`config.mk`:
```
export PLATFORM = sky130hd
export DESIGN_NAME = tsa_top
export DESIGN_NICKNAME = d
export VERILOG_FILES = /design/src/pkg/tsa_pkg.sv /design/src/hw/tsa_mclk_div.sv /design/src/hw/tsa_penup_deb.sv /design/src/hw/tsa_top.sv
export SDC_FILE = /design/constraint.sdc
export NUM_CORES = 1
export LEC_CHECK = 0
export BUFFER_PORTS_ARGS = -buffer_cell sky130_fd_sc_hd__buf_4
export CORE_AREA = 4 4 104 106
export CTS_CLUSTER_DIAMETER = 30
export DETAILED_ROUTE_END_ITERATION = 16
export DIE_AREA = 0 0 108 110
export GPL_TIMING_DRIVEN = 0
export PLACE_DENSITY = 0.72
export SLEW_MARGIN = 40
export SYNTH_ARGS = -nofsm -noshare
export SYNTH_HDL_FRONTEND = slang
export SYNTH_SLANG_ARGS = --single-unit
export TNS_END_PERCENT = 30
```
`constraint.sdc`:
```
create_clock -name ref_clk -period 2.65 [get_ports ref_clk]
set_input_delay 0.1325 -clock ref_clk [delete_from_list [all_inputs] [get_ports ref_clk]]
set_output_delay 0.1325 -clock ref_clk [all_outputs]
set_load 0.02 [all_outputs]
```
`src/pkg/tsa_pkg.sv`:
```
// Constants shared by the touch-scan clock, pen-up and aux configuration block.
// Assumes a byte-wide register port that the serial host interface already decodes.
// Functional notes
// - Apply gap delay in self-controlled scans; host mode only for X,Y or X,Y,Z1,Z2.
// - Gap is timed from end of one data set to start of the next.
// - Delay clock select bit: 0 internal oscillator, 1 master clock; resets to 1.
// - Seven-bit divider makes the 1 MHz delay clock; code 0 divides by 128; reset 1.
// - Master clock on the delay timer times gaps and pen-up debounce, never conversions.
// - Converter clock select bit: 0 internal oscillator, 1 master clock; resets to 1.
// - Second divider makes converter clock; software keeps pulse width above 40 ns.
// - Converter clock drives conversions and sequencer timers, never the gap delay.
// - Interface bit records host interface: 0 SPI, 1 I2C.
// - Host hold bit with host control enabled stops result buffer updates.
// - Debounce counter ticks at one eighth of the selected debounce duration.
// - Oscillator-timed durations scale with the oscillator's actual frequency.
// - Four bits enable first aux, second aux, battery and heat in auto scan.
// - Selection bit picks first or second thermal sense method for auto scan.
// - Separate bits set each aux input to voltage or resistance measurement.
// - Bias bit picks internal or external bias resistance for aux resistance.
// - Delay enable bit: 0 disables the gap delay between touch measurements, 1 enables.
package tsa_pkg;
  // ****************************************************************
  // Register offsets and reset values
  // ****************************************************************
  localparam logic [7:0] OFF_SCAN_TIMER   = 8'h0f;
  localparam logic [7:0] OFF_DELAY_CLK    = 8'h10;
  localparam logic [7:0] OFF_CONV_CLK     = 8'h11;
  localparam logic [7:0] OFF_IFACE_DEB    = 8'h12;
  localparam logic [7:0] OFF_AUX_SEL      = 8'h13;
  localparam logic [7:0] RST_SCAN_TIMER   = 8'h40;
  localparam logic [7:0] RST_DELAY_CLK    = 8'h81;
  localparam logic [7:0] RST_CONV_CLK     = 8'h81;
  localparam logic [7:0] RST_IFACE_DEB    = 8'h00;
  localparam logic [7:0] RST_AUX_SEL      = 8'h00;
  // ****************************************************************
  // Field positions
  // ****************************************************************
  localparam int         BIT_DELAY_EN     = 7;
  localparam int         BIT_CLK_SEL      = 7;
  localparam int         DIV_MSB          = 6;
  localparam int         BIT_IFACE_I2C    = 7;
  localparam int         BIT_HOLD_MODE    = 6;
  localparam int         BIT_HOLD         = 5;
  localparam int         DEB_MSB          = 2;
  localparam int         BIT_FIRST_AUXILIARY_INPUT_EN      = 7;
  localparam int         BIT_SECOND_AUXILIARY_INPUT_EN      = 6;
  localparam int         BIT_VBAT_EN      = 5;
  localparam int         BIT_TEMP_EN      = 4;
  localparam int         BIT_TEMP_SEL     = 3;
  localparam int         BIT_FIRST_AUXILIARY_INPUT_RES     = 2;
  localparam int         BIT_SECOND_AUXILIARY_INPUT_RES     = 1;
  localparam int         BIT_EXT_BIAS     = 0;
  // ****************************************************************
  // Timing
  // ****************************************************************
  localparam int         CLK_PERIOD_NS    = 10;
  localparam int         CONV_PULSE_NS    = 40;
  localparam int         CONV_PULSE_CYC   = (CONV_PULSE_NS + CLK_PERIOD_NS - 1) / CLK_PERIOD_NS;
  localparam logic [3:0] DEB_WINDOW_TICKS = 4'h8;
  typedef enum logic [1:0] {
    TSA_IDLE = 2'b00,
    TSA_WAIT = 2'b01,
    TSA_FIRE = 2'b11
  } tsa_gap_t;
endpackage

```
`src/hw/tsa_mclk_div.sv`:
```
// Master clock divider producing a one-cycle enable pulse.
// Assumes the master clock is the only clock; code zero means divide by 128.
`timescale 1ns/1ps
module tsa_mclk_div #(
  parameter int W = 7
) (
  input  wire logic         ref_clk,  // master clock
  input  wire logic         reset_n,  // synchronous reset, active low
  input  wire logic [W-1:0] div_code, // divide code, 0 means 2**W
  output logic              tick_q    // one-cycle enable pulse
);
  logic [W-1:0] cnt_q;

  // Reloading code minus one wraps code zero to all ones, giving 2**W cycles.
  always_ff @(posedge ref_clk) begin
    if (!reset_n) begin
      cnt_q  <= '0;
      tick_q <= 1'b0;
    end else if (cnt_q == '0) begin
      cnt_q  <= div_code - W'(1);
      tick_q <= 1'b1;
    end else begin
      cnt_q  <= cnt_q - W'(1);
      tick_q <= 1'b0;
    end
  end
endmodule

```
`src/hw/tsa_penup_deb.sv`:
```
// Pen-up debounce: removal must hold for eight debounce ticks.
// Assumes base_tick is the nominal 1 MHz delay-timer enable.
`timescale 1ns/1ps
module tsa_penup_deb (
  input  wire logic       ref_clk,    // master clock
  input  wire logic       reset_n,    // synchronous reset, active low
  input  wire logic       base_tick,  // nominal 1 MHz enable
  input  wire logic [2:0] deb_code,   // debounce code
  input  wire logic       pen_absent, // raw pen-removed level
  output logic            pen_up_q    // debounced pen removal
);
  import tsa_pkg::*;

  logic [5:0] pre_q;
  logic [3:0] win_q;

  // Prescale limit gives a tick period of duration/8, i.e. 2**(code-1) base ticks.
  function automatic logic [5:0] pre_limit(input logic [2:0] code);
    pre_limit = 6'((7'h01 << (code - 3'h1)) - 7'h01);
  endfunction

  always_ff @(posedge ref_clk) begin
    if (!reset_n || !pen_absent) begin
      pre_q    <= '0;
      win_q    <= '0;
      pen_up_q <= 1'b0;
    end else if (deb_code == 3'h0) begin
      pen_up_q <= 1'b1;
    end else if (base_tick && !pen_up_q) begin
      if (pre_q == pre_limit(deb_code)) begin
        pre_q <= '0;
        win_q <= win_q + 4'h1;
        if (win_q + 4'h1 == DEB_WINDOW_TICKS) begin
          pen_up_q <= 1'b1;
        end
      end else begin
        pre_q <= pre_q + 6'h01;
      end
    end
  end
endmodule

```
`src/hw/tsa_top.sv`:
```
// Clock selection, gap delay, buffer arbitration, pen-up debounce and auto-aux configuration.
// Assumes ref_clk is the external master clock and osc_tick marks internal oscillator periods.
`timescale 1ns/1ps
module tsa_top (
  input  wire logic        ref_clk,          // master clock, 100 MHz
  input  wire logic        reset_n,          // synchronous reset, active low
  input  wire logic [7:0]  reg_addr,         // register offset within the page
  input  wire logic        reg_wr,           // register write strobe
  input  wire logic [7:0]  reg_wdata,        // register write data
  output logic      [7:0]  reg_rdata,        // registered read data
  input  wire logic        osc_tick,         // internal oscillator enable pulse
  input  wire logic        host_ctrl_mode,   // 1 when the scan is host controlled
  input  wire logic        set_is_xy,        // current set is X,Y or X,Y,Z1,Z2
  input  wire logic        set_done,         // pulse at end of a conversion data set
  input  wire logic [15:0] delay_ticks,      // gap length in delay-timer ticks
  input  wire logic        pen_absent,       // raw pen-removed level
  input  wire logic        buf_host_reading, // host read of the buffer in progress
  output logic             conv_clk_en,      // converter and sequencer enable pulse
  output logic             delay_clk_en,     // delay-timer enable pulse
  output logic             delay_active,     // gap delay running
  output logic             scan_start,       // pulse: next data set may start
  output logic             buf_update_en,    // result buffer may be written
  output logic             iface_i2c,        // host interface is I2C
  output logic             pen_up,           // debounced pen removal
  output logic             auto_first_auxiliary_input_en,     // first auxiliary input in auto scan
  output logic             auto_second_auxiliary_input_en,     // second auxiliary input in auto scan
  output logic             auto_vbat_en,     // battery in auto scan
  output logic             auto_temp_en,     // die heat reading in auto scan
  output logic             temp_method_sel,  // 1 selects second thermal sense method
  output logic             first_auxiliary_input_resist,      // first aux measures resistance
  output logic             second_auxiliary_input_resist,      // second aux measures resistance
  output logic             ext_bias          // external bias resistance
);
  import tsa_pkg::*;

  // ****************************************************************
  // Registers
  // ****************************************************************
  logic [7:0] scan_tmr_q;
  logic [7:0] dly_clk_q;
  logic [7:0] conv_clk_q;
  logic [7:0] iface_q;
  logic [7:0] aux_sel_q;

  always_ff @(posedge ref_clk) begin
    if (!reset_n) begin
      scan_tmr_q <= RST_SCAN_TIMER;
      dly_clk_q  <= RST_DELAY_CLK;
      conv_clk_q <= RST_CONV_CLK;
      iface_q    <= RST_IFACE_DEB;
      aux_sel_q  <= RST_AUX_SEL;
    end else if (reg_wr) begin
      case (reg_addr)
        OFF_SCAN_TIMER: scan_tmr_q <= reg_wdata;
        OFF_DELAY_CLK:  dly_clk_q  <= reg_wdata;
        OFF_CONV_CLK:   conv_clk_q <= reg_wdata;
        // Reserved bits are stored as written; software keeps them zero.
        OFF_IFACE_DEB:  iface_q    <= reg_wdata;
        OFF_AUX_SEL:    aux_sel_q  <= reg_wdata;
        default: begin
        end
      endcase
    end
  end

  always_ff @(posedge ref_clk) begin
    if (!reset_n) begin
      reg_rdata <= 8'h00;
    end else begin
      case (reg_addr)
        OFF_SCAN_TIMER: reg_rdata <= scan_tmr_q;
        OFF_DELAY_CLK:  reg_rdata <= dly_clk_q;
        OFF_CONV_CLK:   reg_rdata <= conv_clk_q;
        OFF_IFACE_DEB:  reg_rdata <= iface_q;
        OFF_AUX_SEL:    reg_rdata <= aux_sel_q;
        default:        reg_rdata <= 8'h00;
      endcase
    end
  end

  // Configuration outputs are the register bits themselves.
  assign iface_i2c       = iface_q[BIT_IFACE_I2C];
  assign auto_first_auxiliary_input_en    = aux_sel_q[BIT_FIRST_AUXILIARY_INPUT_EN];
  assign auto_second_auxiliary_input_en    = aux_sel_q[BIT_SECOND_AUXILIARY_INPUT_EN];
  assign auto_vbat_en    = aux_sel_q[BIT_VBAT_EN];
  assign auto_temp_en    = aux_sel_q[BIT_TEMP_EN];
  assign temp_method_sel = aux_sel_q[BIT_TEMP_SEL];
  assign first_auxiliary_input_resist     = aux_sel_q[BIT_FIRST_AUXILIARY_INPUT_RES];
  assign second_auxiliary_input_resist     = aux_sel_q[BIT_SECOND_AUXILIARY_INPUT_RES];
  assign ext_bias        = aux_sel_q[BIT_EXT_BIAS];

  // ****************************************************************
  // Clock enables
  // ****************************************************************
  logic dly_div_tick;
  logic conv_div_tick;

  function automatic logic pick_tick(input logic use_mclk, input logic mclk_tick, input logic osc);
    pick_tick = use_mclk ? mclk_tick : osc;
  endfunction

  tsa_mclk_div #(.W(7)) u_dly_div (
    .ref_clk  (ref_clk),
    .reset_n  (reset_n),
    .div_code (dly_clk_q[DIV_MSB:0]),
    .tick_q   (dly_div_tick)
  );

  // Software must pick a code whose pulse spans at least CONV_PULSE_CYC cycles.
  tsa_mclk_div #(.W(7)) u_conv_div (
    .ref_clk  (ref_clk),
    .reset_n  (reset_n),
    .div_code (conv_clk_q[DIV_MSB:0]),
    .tick_q   (conv_div_tick)
  );

  // The two selections are kept apart so the gap timer never borrows the converter rate.
  always_ff @(posedge ref_clk) begin
    if (!reset_n) begin
      delay_clk_en <= 1'b0;
      conv_clk_en  <= 1'b0;
    end else begin
      delay_clk_en <= pick_tick(dly_clk_q[BIT_CLK_SEL], dly_div_tick, osc_tick);
      conv_clk_en  <= pick_tick(conv_clk_q[BIT_CLK_SEL], conv_div_tick, osc_tick);
    end
  end

  // ****************************************************************
  // Gap delay between data sets
  // ****************************************************************
  tsa_gap_t    gap_q;
  logic [15:0] gap_cnt_q;
  logic        gap_apply;

  assign gap_apply = scan_tmr_q[BIT_DELAY_EN] && (!host_ctrl_mode || set_is_xy) && (delay_ticks != 16'h0000);

  always_ff @(posedge ref_clk) begin
    if (!reset_n) begin
      gap_q        <= TSA_IDLE;
      gap_cnt_q    <= '0;
      delay_active <= 1'b0;
      scan_start   <= 1'b0;
    end else begin
      scan_start <= 1'b0;
      case (gap_q)
        TSA_IDLE: begin
          if (set_done && gap_apply) begin
            gap_q        <= TSA_WAIT;
            gap_cnt_q    <= '0;
            delay_active <= 1'b1;
          end else if (set_done) begin
            scan_start <= 1'b1;
          end
        end
        TSA_WAIT: begin
          if (delay_clk_en) begin
            gap_cnt_q <= gap_cnt_q + 16'h0001;
            if (gap_cnt_q + 16'h0001 >= delay_ticks) begin
              gap_q        <= TSA_FIRE;
              delay_active <= 1'b0;
            end
          end
        end
        TSA_FIRE: begin
          scan_start <= 1'b1;
          gap_q      <= TSA_IDLE;
        end
        default: begin
          gap_q        <= TSA_IDLE;
          delay_active <= 1'b0;
        end
      endcase
    end
  end

  // ****************************************************************
  // Buffer arbitration
  // ****************************************************************
  // Host hold only counts in host-controlled arbitration; otherwise a live read blocks writes.
  always_ff @(posedge ref_clk) begin
    if (!reset_n) begin
      buf_update_en <= 1'b1;
    end else if (iface_q[BIT_HOLD_MODE]) begin
      buf_update_en <= !iface_q[BIT_HOLD];
    end else begin
      buf_update_en <= !buf_host_reading;
    end
  end

  // ****************************************************************
  // Pen-up debounce
  // ****************************************************************
  // Timing from the selected delay clock scales with the oscillator when it is chosen.
  tsa_penup_deb u_deb (
    .ref_clk    (ref_clk),
    .reset_n    (reset_n),
    .base_tick  (delay_clk_en),
    .deb_code   (iface_q[DEB_MSB:0]),
    .pen_absent (pen_absent),
    .pen_up_q   (pen_up)
  );
endmodule

```
# [Word-level counts from Yosys, hierarchy flattened]
# Cells that the tools add are included.
[word_totals] reg_bits=98 in_bits=41 out_inout_bits=23 wordCells=104
[classes] n_addsub=9 order_cmp=1 n_eq_ne=12 shift=1 n_mux=27 n_bitwise=2 reduce_logical=32
[op_table] op="case mux 8 bit (5 select lines)" count=1
[op_table] op="equality test 8 x 5 -> 1 bit, second input constant" count=4
[op_table] op="2-to-1 mux 16 bit" count=2
[op_table] op="case mux 16 bit (2 select lines)" count=1
[op_table] op="subtractor 7 x 1 -> 7 bit, second input constant" count=4
[op_table] op="adder 16 x 1 -> 16 bit, second input constant" count=1
[op_table] op="greater-or-equal comparator 16 bit" count=1
[op_table] op="nonzero test 16 bit" count=1
[op_table] op="zero test 7 bit" count=2
[op_table] op="2-to-1 mux 1 bit" count=14
[op_table] op="2-to-1 mux 7 bit" count=2
[op_table] op="AND reduction 2 bit" count=6
[op_table] op="AND reduction 3 bit" count=4
[op_table] op="equality test 8 x 4 -> 1 bit, second input constant" count=1
[op_table] op="nonzero test 2 bit" count=4
[op_table] op="adder 6 x 1 -> 6 bit, second input constant" count=1
[op_table] op="equality test 6 bit" count=1
[op_table] op="zero test 1 bit" count=6
[op_table] op="2-to-1 mux 2 bit" count=3
[op_table] op="2-to-1 mux 6 bit" count=1
[op_table] op="!= test 2 bit, second input constant" count=3
[op_table] op="<< shifter 1 x 3 -> 6 bit, first input constant" count=1
[op_table] op="subtractor 6 x 1 -> 6 bit, second input constant" count=1
[op_table] op="adder 4 x 1 -> 4 bit, second input constant" count=1
[op_table] op="13 further kinds" count=18

# [Logic depth before layout (Yosys ltp)]
# Gate-level depths: netlist of run 1.
[depth] ltp_word=7 ltp_mapped=12 depth_no_buf=12

# [Modules after synthesis]
# Synthesis of run 1 repeated with hierarchy kept, for this count alone.
[hier_totals] hier_cells=642 area_unflattened_um2=5484.0
[modules_own_cells] mod="tsa_top" n_inst=1 cells_each=439 area_each_um2=3729.8 seq_area_each_um2=1421.4
[modules_own_cells] mod="tsa_mclk_div" n_inst=2 cells_each=54 area_each_um2=466.7 seq_area_each_um2=160.2
[modules_own_cells] mod="tsa_penup_deb" n_inst=1 cells_each=95 area_each_um2=820.8 seq_area_each_um2=220.2

# [Worst setup path before layout of run 1]
# Ideal clock, no wire load.
[synth_path] path_type="register -> register" start="register gap_cnt_q[0]" end="register delay_active" setup_ps=72 arrival_time_ps=2741 t_required_ps=2578 setup_slack_ps=-163 stages_incl_launch_ff=13 path_buffers=0 period_less_slack_ps=2813 path_cell_list="dfxtp_1 > ha_1 > nand3_1 > nor3_1 > and3_1 > xor2_1 > ha_1 > a21oi_1 > a21boi_0 > nor4_1 > o211a_1 > nor4_1 > mux2i_1"
[synth_between] elab_chain_cells=4
[synth_rtl] element="from (decl)" line_no="tsa_top.sv:132" source="logic [15:0] gap_cnt_q;"
[synth_rtl] element="from (signal assigned)" line_no="tsa_top.sv:157" source="gap_cnt_q <= gap_cnt_q + 16'h0001;"
[synth_rtl] element="adder 16 x 1 -> 16 bit" line_no="tsa_top.sv:158" source="if (gap_cnt_q + 16'h0001 >= delay_ticks) begin"
[synth_rtl] element="greater-or-equal comparator 16 bit" line_no="tsa_top.sv:158"
[synth_rtl] element="!= test 2 bit (no line)"
[synth_rtl] element="AND reduction 4 bit (no line)"
[synth_rtl] element="to (signal assigned)" line_no="tsa_top.sv:150" source="delay_active <= 1'b1;"
[synth_rtl] element="to (signal assigned)" line_no="tsa_top.sv:160" source="delay_active <= 1'b0;"
[synth_rtl] element="to (signal assigned)" line_no="tsa_top.sv:170" source="delay_active <= 1'b0;"
[synth_rtl] element="to (decl)" line_no="tsa_top.sv:20" source="output logic delay_active,"
# Every way passes these cells.
# A chain may end at the register's enable or synchronous reset.

# [Worst setup path after layout of run 1]
[layout_path] start="register gap_cnt_q[1]" end="register gap_q[0]"
[layout_between] elab_chain_cells=4
[layout_rtl] element="adder 16 x 1 -> 16 bit" line_no="tsa_top.sv:158"
[layout_rtl] element="greater-or-equal comparator 16 bit" line_no="tsa_top.sv:158"
[layout_rtl] element="!= test 2 bit (no line)"
[layout_rtl] element="AND reduction 3 bit (no line)"
[layout_rtl] element="to (signal assigned)" line_no="tsa_top.sv:159" source="gap_q <= TSA_FIRE;"
[layout_rtl] element="to (signal assigned)" line_no="tsa_top.sv:166" source="gap_q <= TSA_IDLE;"
[layout_rtl] element="to (signal assigned)" line_no="tsa_top.sv:169" source="gap_q <= TSA_IDLE;"
[layout_rtl] element="to (decl)" line_no="tsa_top.sv:131" source="tsa_gap_t gap_q;"
# Every way passes these cells.

==> metrics.cfg, run 1 <==
[run_status]
status=finished with violations
violations=setup timing

[grt]
antenna_found_initial=0
grt_pass1_vias=4721
grtUsageMet3_pct=3.727
overflow=0
grt_max_degree=17
gr-usage-met1_pct=28.16
grt_pass1_wl_um=21830
gr-usage-met2_pct=40.45
grt_use_total_pct=22.87
grt_busiest_layer=met2

[route]
final_antenna_net_count=0
drt_pass1_iterations=5
drc=0
viasPerCell=5.848
wire_per_inst_um=16.54
via_count=5000
drt-total-wl_um=14140
first_iter_violations=340

[yosys]
netlist_area_sq_mm=0.005172
synth_top_family_by_area=simple AND/OR/NAND/NOR gates
syn_avg_cell_area_sq_um=8.356
synth_top_flop_cell=dfxtp_1
synthMuxAreaShare_pct=1.887
yosys.area_share.simple_pct=25.33
synth_compound_area_share_pct=19.04
synth_cells=619
synth-edff-count=0
synthXorXnorAreaFrac_pct=5.588
synth-adder-area-share_pct=6.047
yosysSeqAreaShare_pct=37.93
synth-warning-count=0
syn_nets=685
synth.distinct_cells=61
ys_seq_elements=98
synth-async-reset-ratio_pct=0

[die]
die_h_um=110
start_util_pct=52.92
row_count=36
die_w_um=108
ios=64
core_sq_mm=0.009774
dieArea_sq_mm=0.01188

[power]
power_density_mw_per_mm2=515.9
total_power_w=0.003328
power.leakage_nw=2.627
ir_worst_vdd_v=0.0005320

[clocking]
clk_path_buf_depth=2
clk_latency_ns=0.37
h-tree-depth=3
hold_buffers=0
clock_sinks=98
ctsRootBufferMaster=clkbuf_8
cts_tree=yes
cts.clk_slew.worst_paths_ns=0.10
cts-buffers-inserted=9

[placement]
globalplace.congestion=0.8990
hpwlAfterDp_um=9577
port_buffers=62
placed_cell_area_sq_mm=0.005822
dp_cells=814

[timing]
setup_viol=2
grt_setup_unrepaired=true
fin_setup_tns_ns=-0.1007
hold_viol=0
finalCriticalPeriod_ns=2.733
hold_slack_ns=0.03940
clock_skew_ns=0.01216
finalMaxSlewViolations=0
worst-slew-pin-transition_ns=0.7283
worst_slack_ns=-0.08302
period_share_pct=103.1
fmax_mhz=365.9
slew_headroom_pct=51.45

[final_layout]
syn2layout_area_growth_pct=24.70
final_layout_size_suffix_gt1_share_pct=21.75
final_nets=783
fin_cells=855
stdcell_area_sq_mm=0.006450
antenna-diode-count=0

[critical_path]
crit_fanout=4
r2r_setup_slack_ns=-0.08
crit_end=gap_q[0]
crit_path_end_kind=register
r2r-start=gap_cnt_q[1]
critPathLaunchType=register
critPathLaunch=gap_cnt_q[1]
path_class=register to register
r2r-end=gap_q[0]
r2r_cells=11
cp.required_ns=2.91
cp.arrival_ns=2.99

[flow_run]
cap_violations=0

[hold_path]
hold_path.class=input port to register

Yosys cell counts, types with 3 or more instances:
master	instances	area, sq um
nor2_1	36	135.1
xor2_1	20	175.2
nor3_1	11	55.05
ha_1	25	312.8
and4_1	3	26.28
and2_1	14	87.58
nand3_1	49	245.2
nand2b_1	4	25.02
o211ai_1	3	22.52
a22o_1	3	26.28
nor2b_1	13	81.33
and3_1	8	50.05
inv_1	25	93.84
o21ai_0	24	120.1
a21oi_1	40	200.2
xnor2_1	13	113.9
nand4_1	8	50.05
clkbuf_1	25	93.84
or3_1	3	18.77
nor4_1	10	62.56
dfxtp_1	98	1962
nor3b_1	4	30.03
nand2_1	69	259.0
and3b_1	3	26.28
mux2i_1	6	60.06
o31ai_1	3	22.52
a21boi_0	36	270.3
a22oi_1	11	82.58
a31oi_1	5	31.28
or4_1	3	22.52
a222oi_1	8	80.08
stage by stage:
| stage | util, % | worst slack, ns |
|---|---|---|
| final | 65.99 | -0.08302 |
| after global routing | 65.99 | -0.2078 |
| after CTS | 64.17 | -0.003529 |
| after detailed placement | 59.56 | -0.4477 |
| after global placement | 59.56 | -0.3969 |
| after floorplan | - | 0.04277 |
worst min-delay path by stage:
| stage | startpoint | to | slack [ns] | cells after the start |
|---|---|---|---|---|
| floorplan | reg_wdata[6] | scan_tmr_q[6] | 0.26 | 2 |
| global placement | reg_wdata[6] | scan_tmr_q[6] | 0.41 | 3 |
| detailed placement | reg_wdata[6] | scan_tmr_q[6] | 0.42 | 3 |
| CTS | osc_tick | conv_clk_en | 0.03 | 3 |
| global route | osc_tick | delay_clk_en | 0.05 | 3 |
| finish | osc_tick | conv_clk_en | 0.04 | 3 |
worst max-delay path, stage by stage, from the launching register on:
cell	delay (ns)
dfxtp_4	0.39
nand4_1	0.11
buf_6	0.15
nor4_4	0.39
and3_4	0.28
xor2_2	0.15
ha_1	0.26
a21boi_4	0.16
nor4_2	0.14
o211a_1	0.30
nor3_4	0.06
o211a_1	0.24
sequential cells by signal, summed over array words and instances, names as in the netlist, 2 cells and up:
| register | count |
|---|---|
| iface_q | 8 |
| u_deb.win_q | 4 |
| aux_sel_q | 8 |
| reg_rdata | 8 |
| conv_clk_q | 8 |
| u_deb.pre_q | 6 |
| u_conv_div.cnt_q | 7 |
| scan_tmr_q | 8 |
| gap_cnt_q | 16 |
| u_dly_div.cnt_q | 7 |
| dly_clk_q | 8 |
| gap_q | 2 |
kinds of logic after synthesis:
kind of cell | after synthesis
buffers and inverters | 54
AO/OA/AOI/OAI | 148
flip-flops | 98
adder cells (fa/ha/maj) | 25
multiplexers | 9
XOR/XNOR | 33
AND/OR/NAND/NOR | 252
layout make-up:
cell class / instances / area [sq um]
inverter: 25 / 93.84
fill: 783 / 3324
multi-input combinational: 468 / 3232
tap: 133 / 166.4
buffer: 28 / 127.6
clock inverter: 6 / 42.54
timing repair buffer: 87 / 656.9
sequential: 98 / 1993
clock buffer: 10 / 137.6
cells in the final DEF, fill, tap and decap left out, types with 7 or more instances in the layout:
| master | Yosys | routed |
|---|---|---|
| nor2_1 | 36 | 35 |
| xnor2_1 | 13 | 11 |
| nor3_1 | 11 | 8 |
| dfxtp_2 | 0 | 7 |
| clkbuf_8 | 0 | 10 |
| nand2_1 | 69 | 69 |
| o21ai_0 | 24 | 22 |
| inv_1 | 25 | 25 |
| nand4_1 | 8 | 8 |
| clkbuf_1 | 25 | 25 |
| nand3_1 | 49 | 46 |
| a21boi_0 | 36 | 35 |
| buf_4 | 1 | 86 |
| a21oi_1 | 40 | 38 |
| dfxtp_1 | 98 | 85 |
| a22oi_1 | 11 | 11 |
| nor2b_1 | 13 | 13 |
| xor2_1 | 20 | 19 |
| ha_1 | 25 | 23 |
| a222oi_1 | 8 | 8 |
| and2_1 | 14 | 14 |
metal layers:
metal / vias to the layer above / share of wire [%] / routed length, um
met3: 31 / 5.8 / 825
met1: 2361 / 43 / 6145
met4: 0 / 2.4 / 338
met5: - / 0 / 0
met2: 192 / 48 / 6830
li1: 2416 / - / -
repair_timing:
item                                    in CTS  in global routing
pin swaps                                   21                 13
endpoints found under the setup margin      13                 13
resized for setup                           40                 22
setup buffers                               16                  9
gates cloned                                 0                  1
power breakdown:
| group | switching [W] | internal (W) | leakage [nW] |
|---|---|---|---|
| Sequential | 0.0000758 | 0.00158 | 0.802 |
| Clock | 0.000532 | 0.000367 | 0.0882 |
| Combinational | 0.000409 | 0.000367 | 1.74 |
No activity file was read; power rests on OpenSTA's default activity.
==> inputs of run 2 (changes only) <==
--- a/config.mk
+++ b/config.mk
@@ -11,6 +11,7 @@
 export DETAILED_ROUTE_END_ITERATION = 16
 export DIE_AREA = 0 0 108 110
 export GPL_TIMING_DRIVEN = 0
+export MAX_ROUTING_LAYER = met4
 export PLACE_DENSITY = 0.72
 export SLEW_MARGIN = 40
 export SYNTH_ARGS = -nofsm -noshare
==> metrics.cfg, run 2 (same netlist as run 1, synthesis figures left out) <==
[timing]
worst-slew-pin-transition_ns=0.7039
slew_headroom_pct=53.08
grt_setup_unrepaired=true
clock_skew_ns=0.01409
period_share_pct=104.1
setup_viol=3
finalCriticalPeriod_ns=2.760
worst_slack_ns=-0.1096
finalMaxSlewViolations=0
hold_viol=0
hold_slack_ns=0.02355
fmax_mhz=362.4

[critical_path]
path_class=register to register
crit_fanout=4
crit_path_end_kind=register
cp.arrival_ns=3.04
cp.required_ns=2.93
critPathLaunchType=register

[placement]
globalplace.congestion=0.9117
placed_cell_area_sq_mm=0.005822
port_buffers=62
hpwlAfterDp_um=9760

[power]
total_power_w=0.003397
power_density_mw_per_mm2=529.2
ir_worst_vdd_v=0.0004513
power.leakage_nw=2.566

[final_layout]
stdcell_area_sq_mm=0.006419
largest_register_ffs=16
regMostFlops=gap_cnt_q
antenna-diode-count=0
final_layout_size_suffix_gt1_share_pct=20.64
nFillCells=817
final_cell_mix=89 x dfxtp_1, 81 x buf_4, 69 x nand2_1
syn2layout_area_growth_pct=24.09
final_nets=778
multi_input_area_sq_mm=0.003214
regArea_sq_mm=0.001986
mostFrequentLayoutCell=dfxtp_1

[clocking]
ctsRootBufferMaster=clkbuf_8
cts.clk_slew.worst_paths_ns=0.10
clk_path_buf_depth=2
h-tree-depth=3
clock_sinks=98
clk_latency_ns=0.39
cts-buffers-inserted=9
cts_tree=yes

[route]
viasPerCell=5.756
final_antenna_net_count=0
drt_pass1_iterations=7
drt-total-wl_um=13670
via_count=4893
first_iter_violations=352
drc=0
wire_per_inst_um=16.09

[die]
row_count=36
die_w_um=108
core_sq_mm=0.009774
die_h_um=110
start_util_pct=52.92
dieArea_sq_mm=0.01188
ios=64

[grt]
grt_pass1_wl_um=21970
grt_max_degree=19
antenna_found_initial=0
overflow=0
grt_use_total_pct=23.85
grt_pass1_vias=4674

[hold_path]
hold_path.class=input port to register

[run_status]
violations=setup timing
status=finished with violations

[flow_run]
cap_violations=0

[run 2: cell type report]
type	instances	share of cell area, %
multi-input cells	467	50.08
well taps	133	2.593
repair buffers	83	9.805
flip-flops and latches	98	30.94
clock buffers	10	2.144
clock inverters	6	0.9357
inverters	25	1.462
plain buffers	28	2.047
[run 2: per-stage QoR]
| stage | worst slack, ns | util, % | instances | TNS [ns] |
|---|---|---|---|---|
| global route | -0.2029 | 65.67 | 850 | -0.6344 |
| finish | -0.1096 | 65.67 | 850 | -0.2340 |
| detailed placement | -0.4341 | 59.56 | 814 | -2.270 |
| CTS | 0.0006297 | 63.57 | 838 | 0 |
| global placement | -0.3967 | 59.56 | 814 | -1.454 |
| floorplan | 0.04277 | - | 619 | 0 |
[run 2: path summary, 6_finish.rpt]
check / from / end / slack (ns) / cells past startpoint
worst max-delay path: gap_cnt_q[3] / gap_q[0] / -0.11 / 10
worst min-delay path: pen_absent / u_deb.pre_q[0] / 0.02 / 3
worst max register to register: gap_cnt_q[3] / gap_q[0] / -0.11 / 10
worst min register to register: scan_tmr_q[2] / scan_tmr_q[2] / 0.48 / 2
[run 2: per-layer routing]
layer  track usage [%]  share of wire [%]
met2             40.19                 49
met5                 -                  0
met4             7.845                1.9
met3             5.183                6.5
met1             28.59                 43
[run 2: timing repair]
item / in CTS / in global routing
buffers inserted: 7 / 13
pin swaps: 13 / 20
endpoints found under the hold margin: 1 / 0
hold buffers: 1 / 0
setup endpoints to repair: 13 / 13
gates resized for setup: 32 / 25
cloned: 0 / 0
[run 2: critical path: stages, from the launching register on]
cell	delay, ns
dfxtp_4	0.38
nand4_1	0.24
nor4_4	0.43
and3_4	0.25
xor2_1	0.17
ha_1	0.26
a21boi_4	0.15
nor4_2	0.20
o211a_1	0.27
nor3_4	0.07
o211a_1	0.24
[run 2: power breakdown]
group	switching, W	leakage, nW	total (W)	internal [W]
sequential	0.0000767	0.800	0.00165	0.00158
combinational	0.000408	1.67	0.000777	0.000369
clock	0.000578	0.0942	0.000966	0.000388
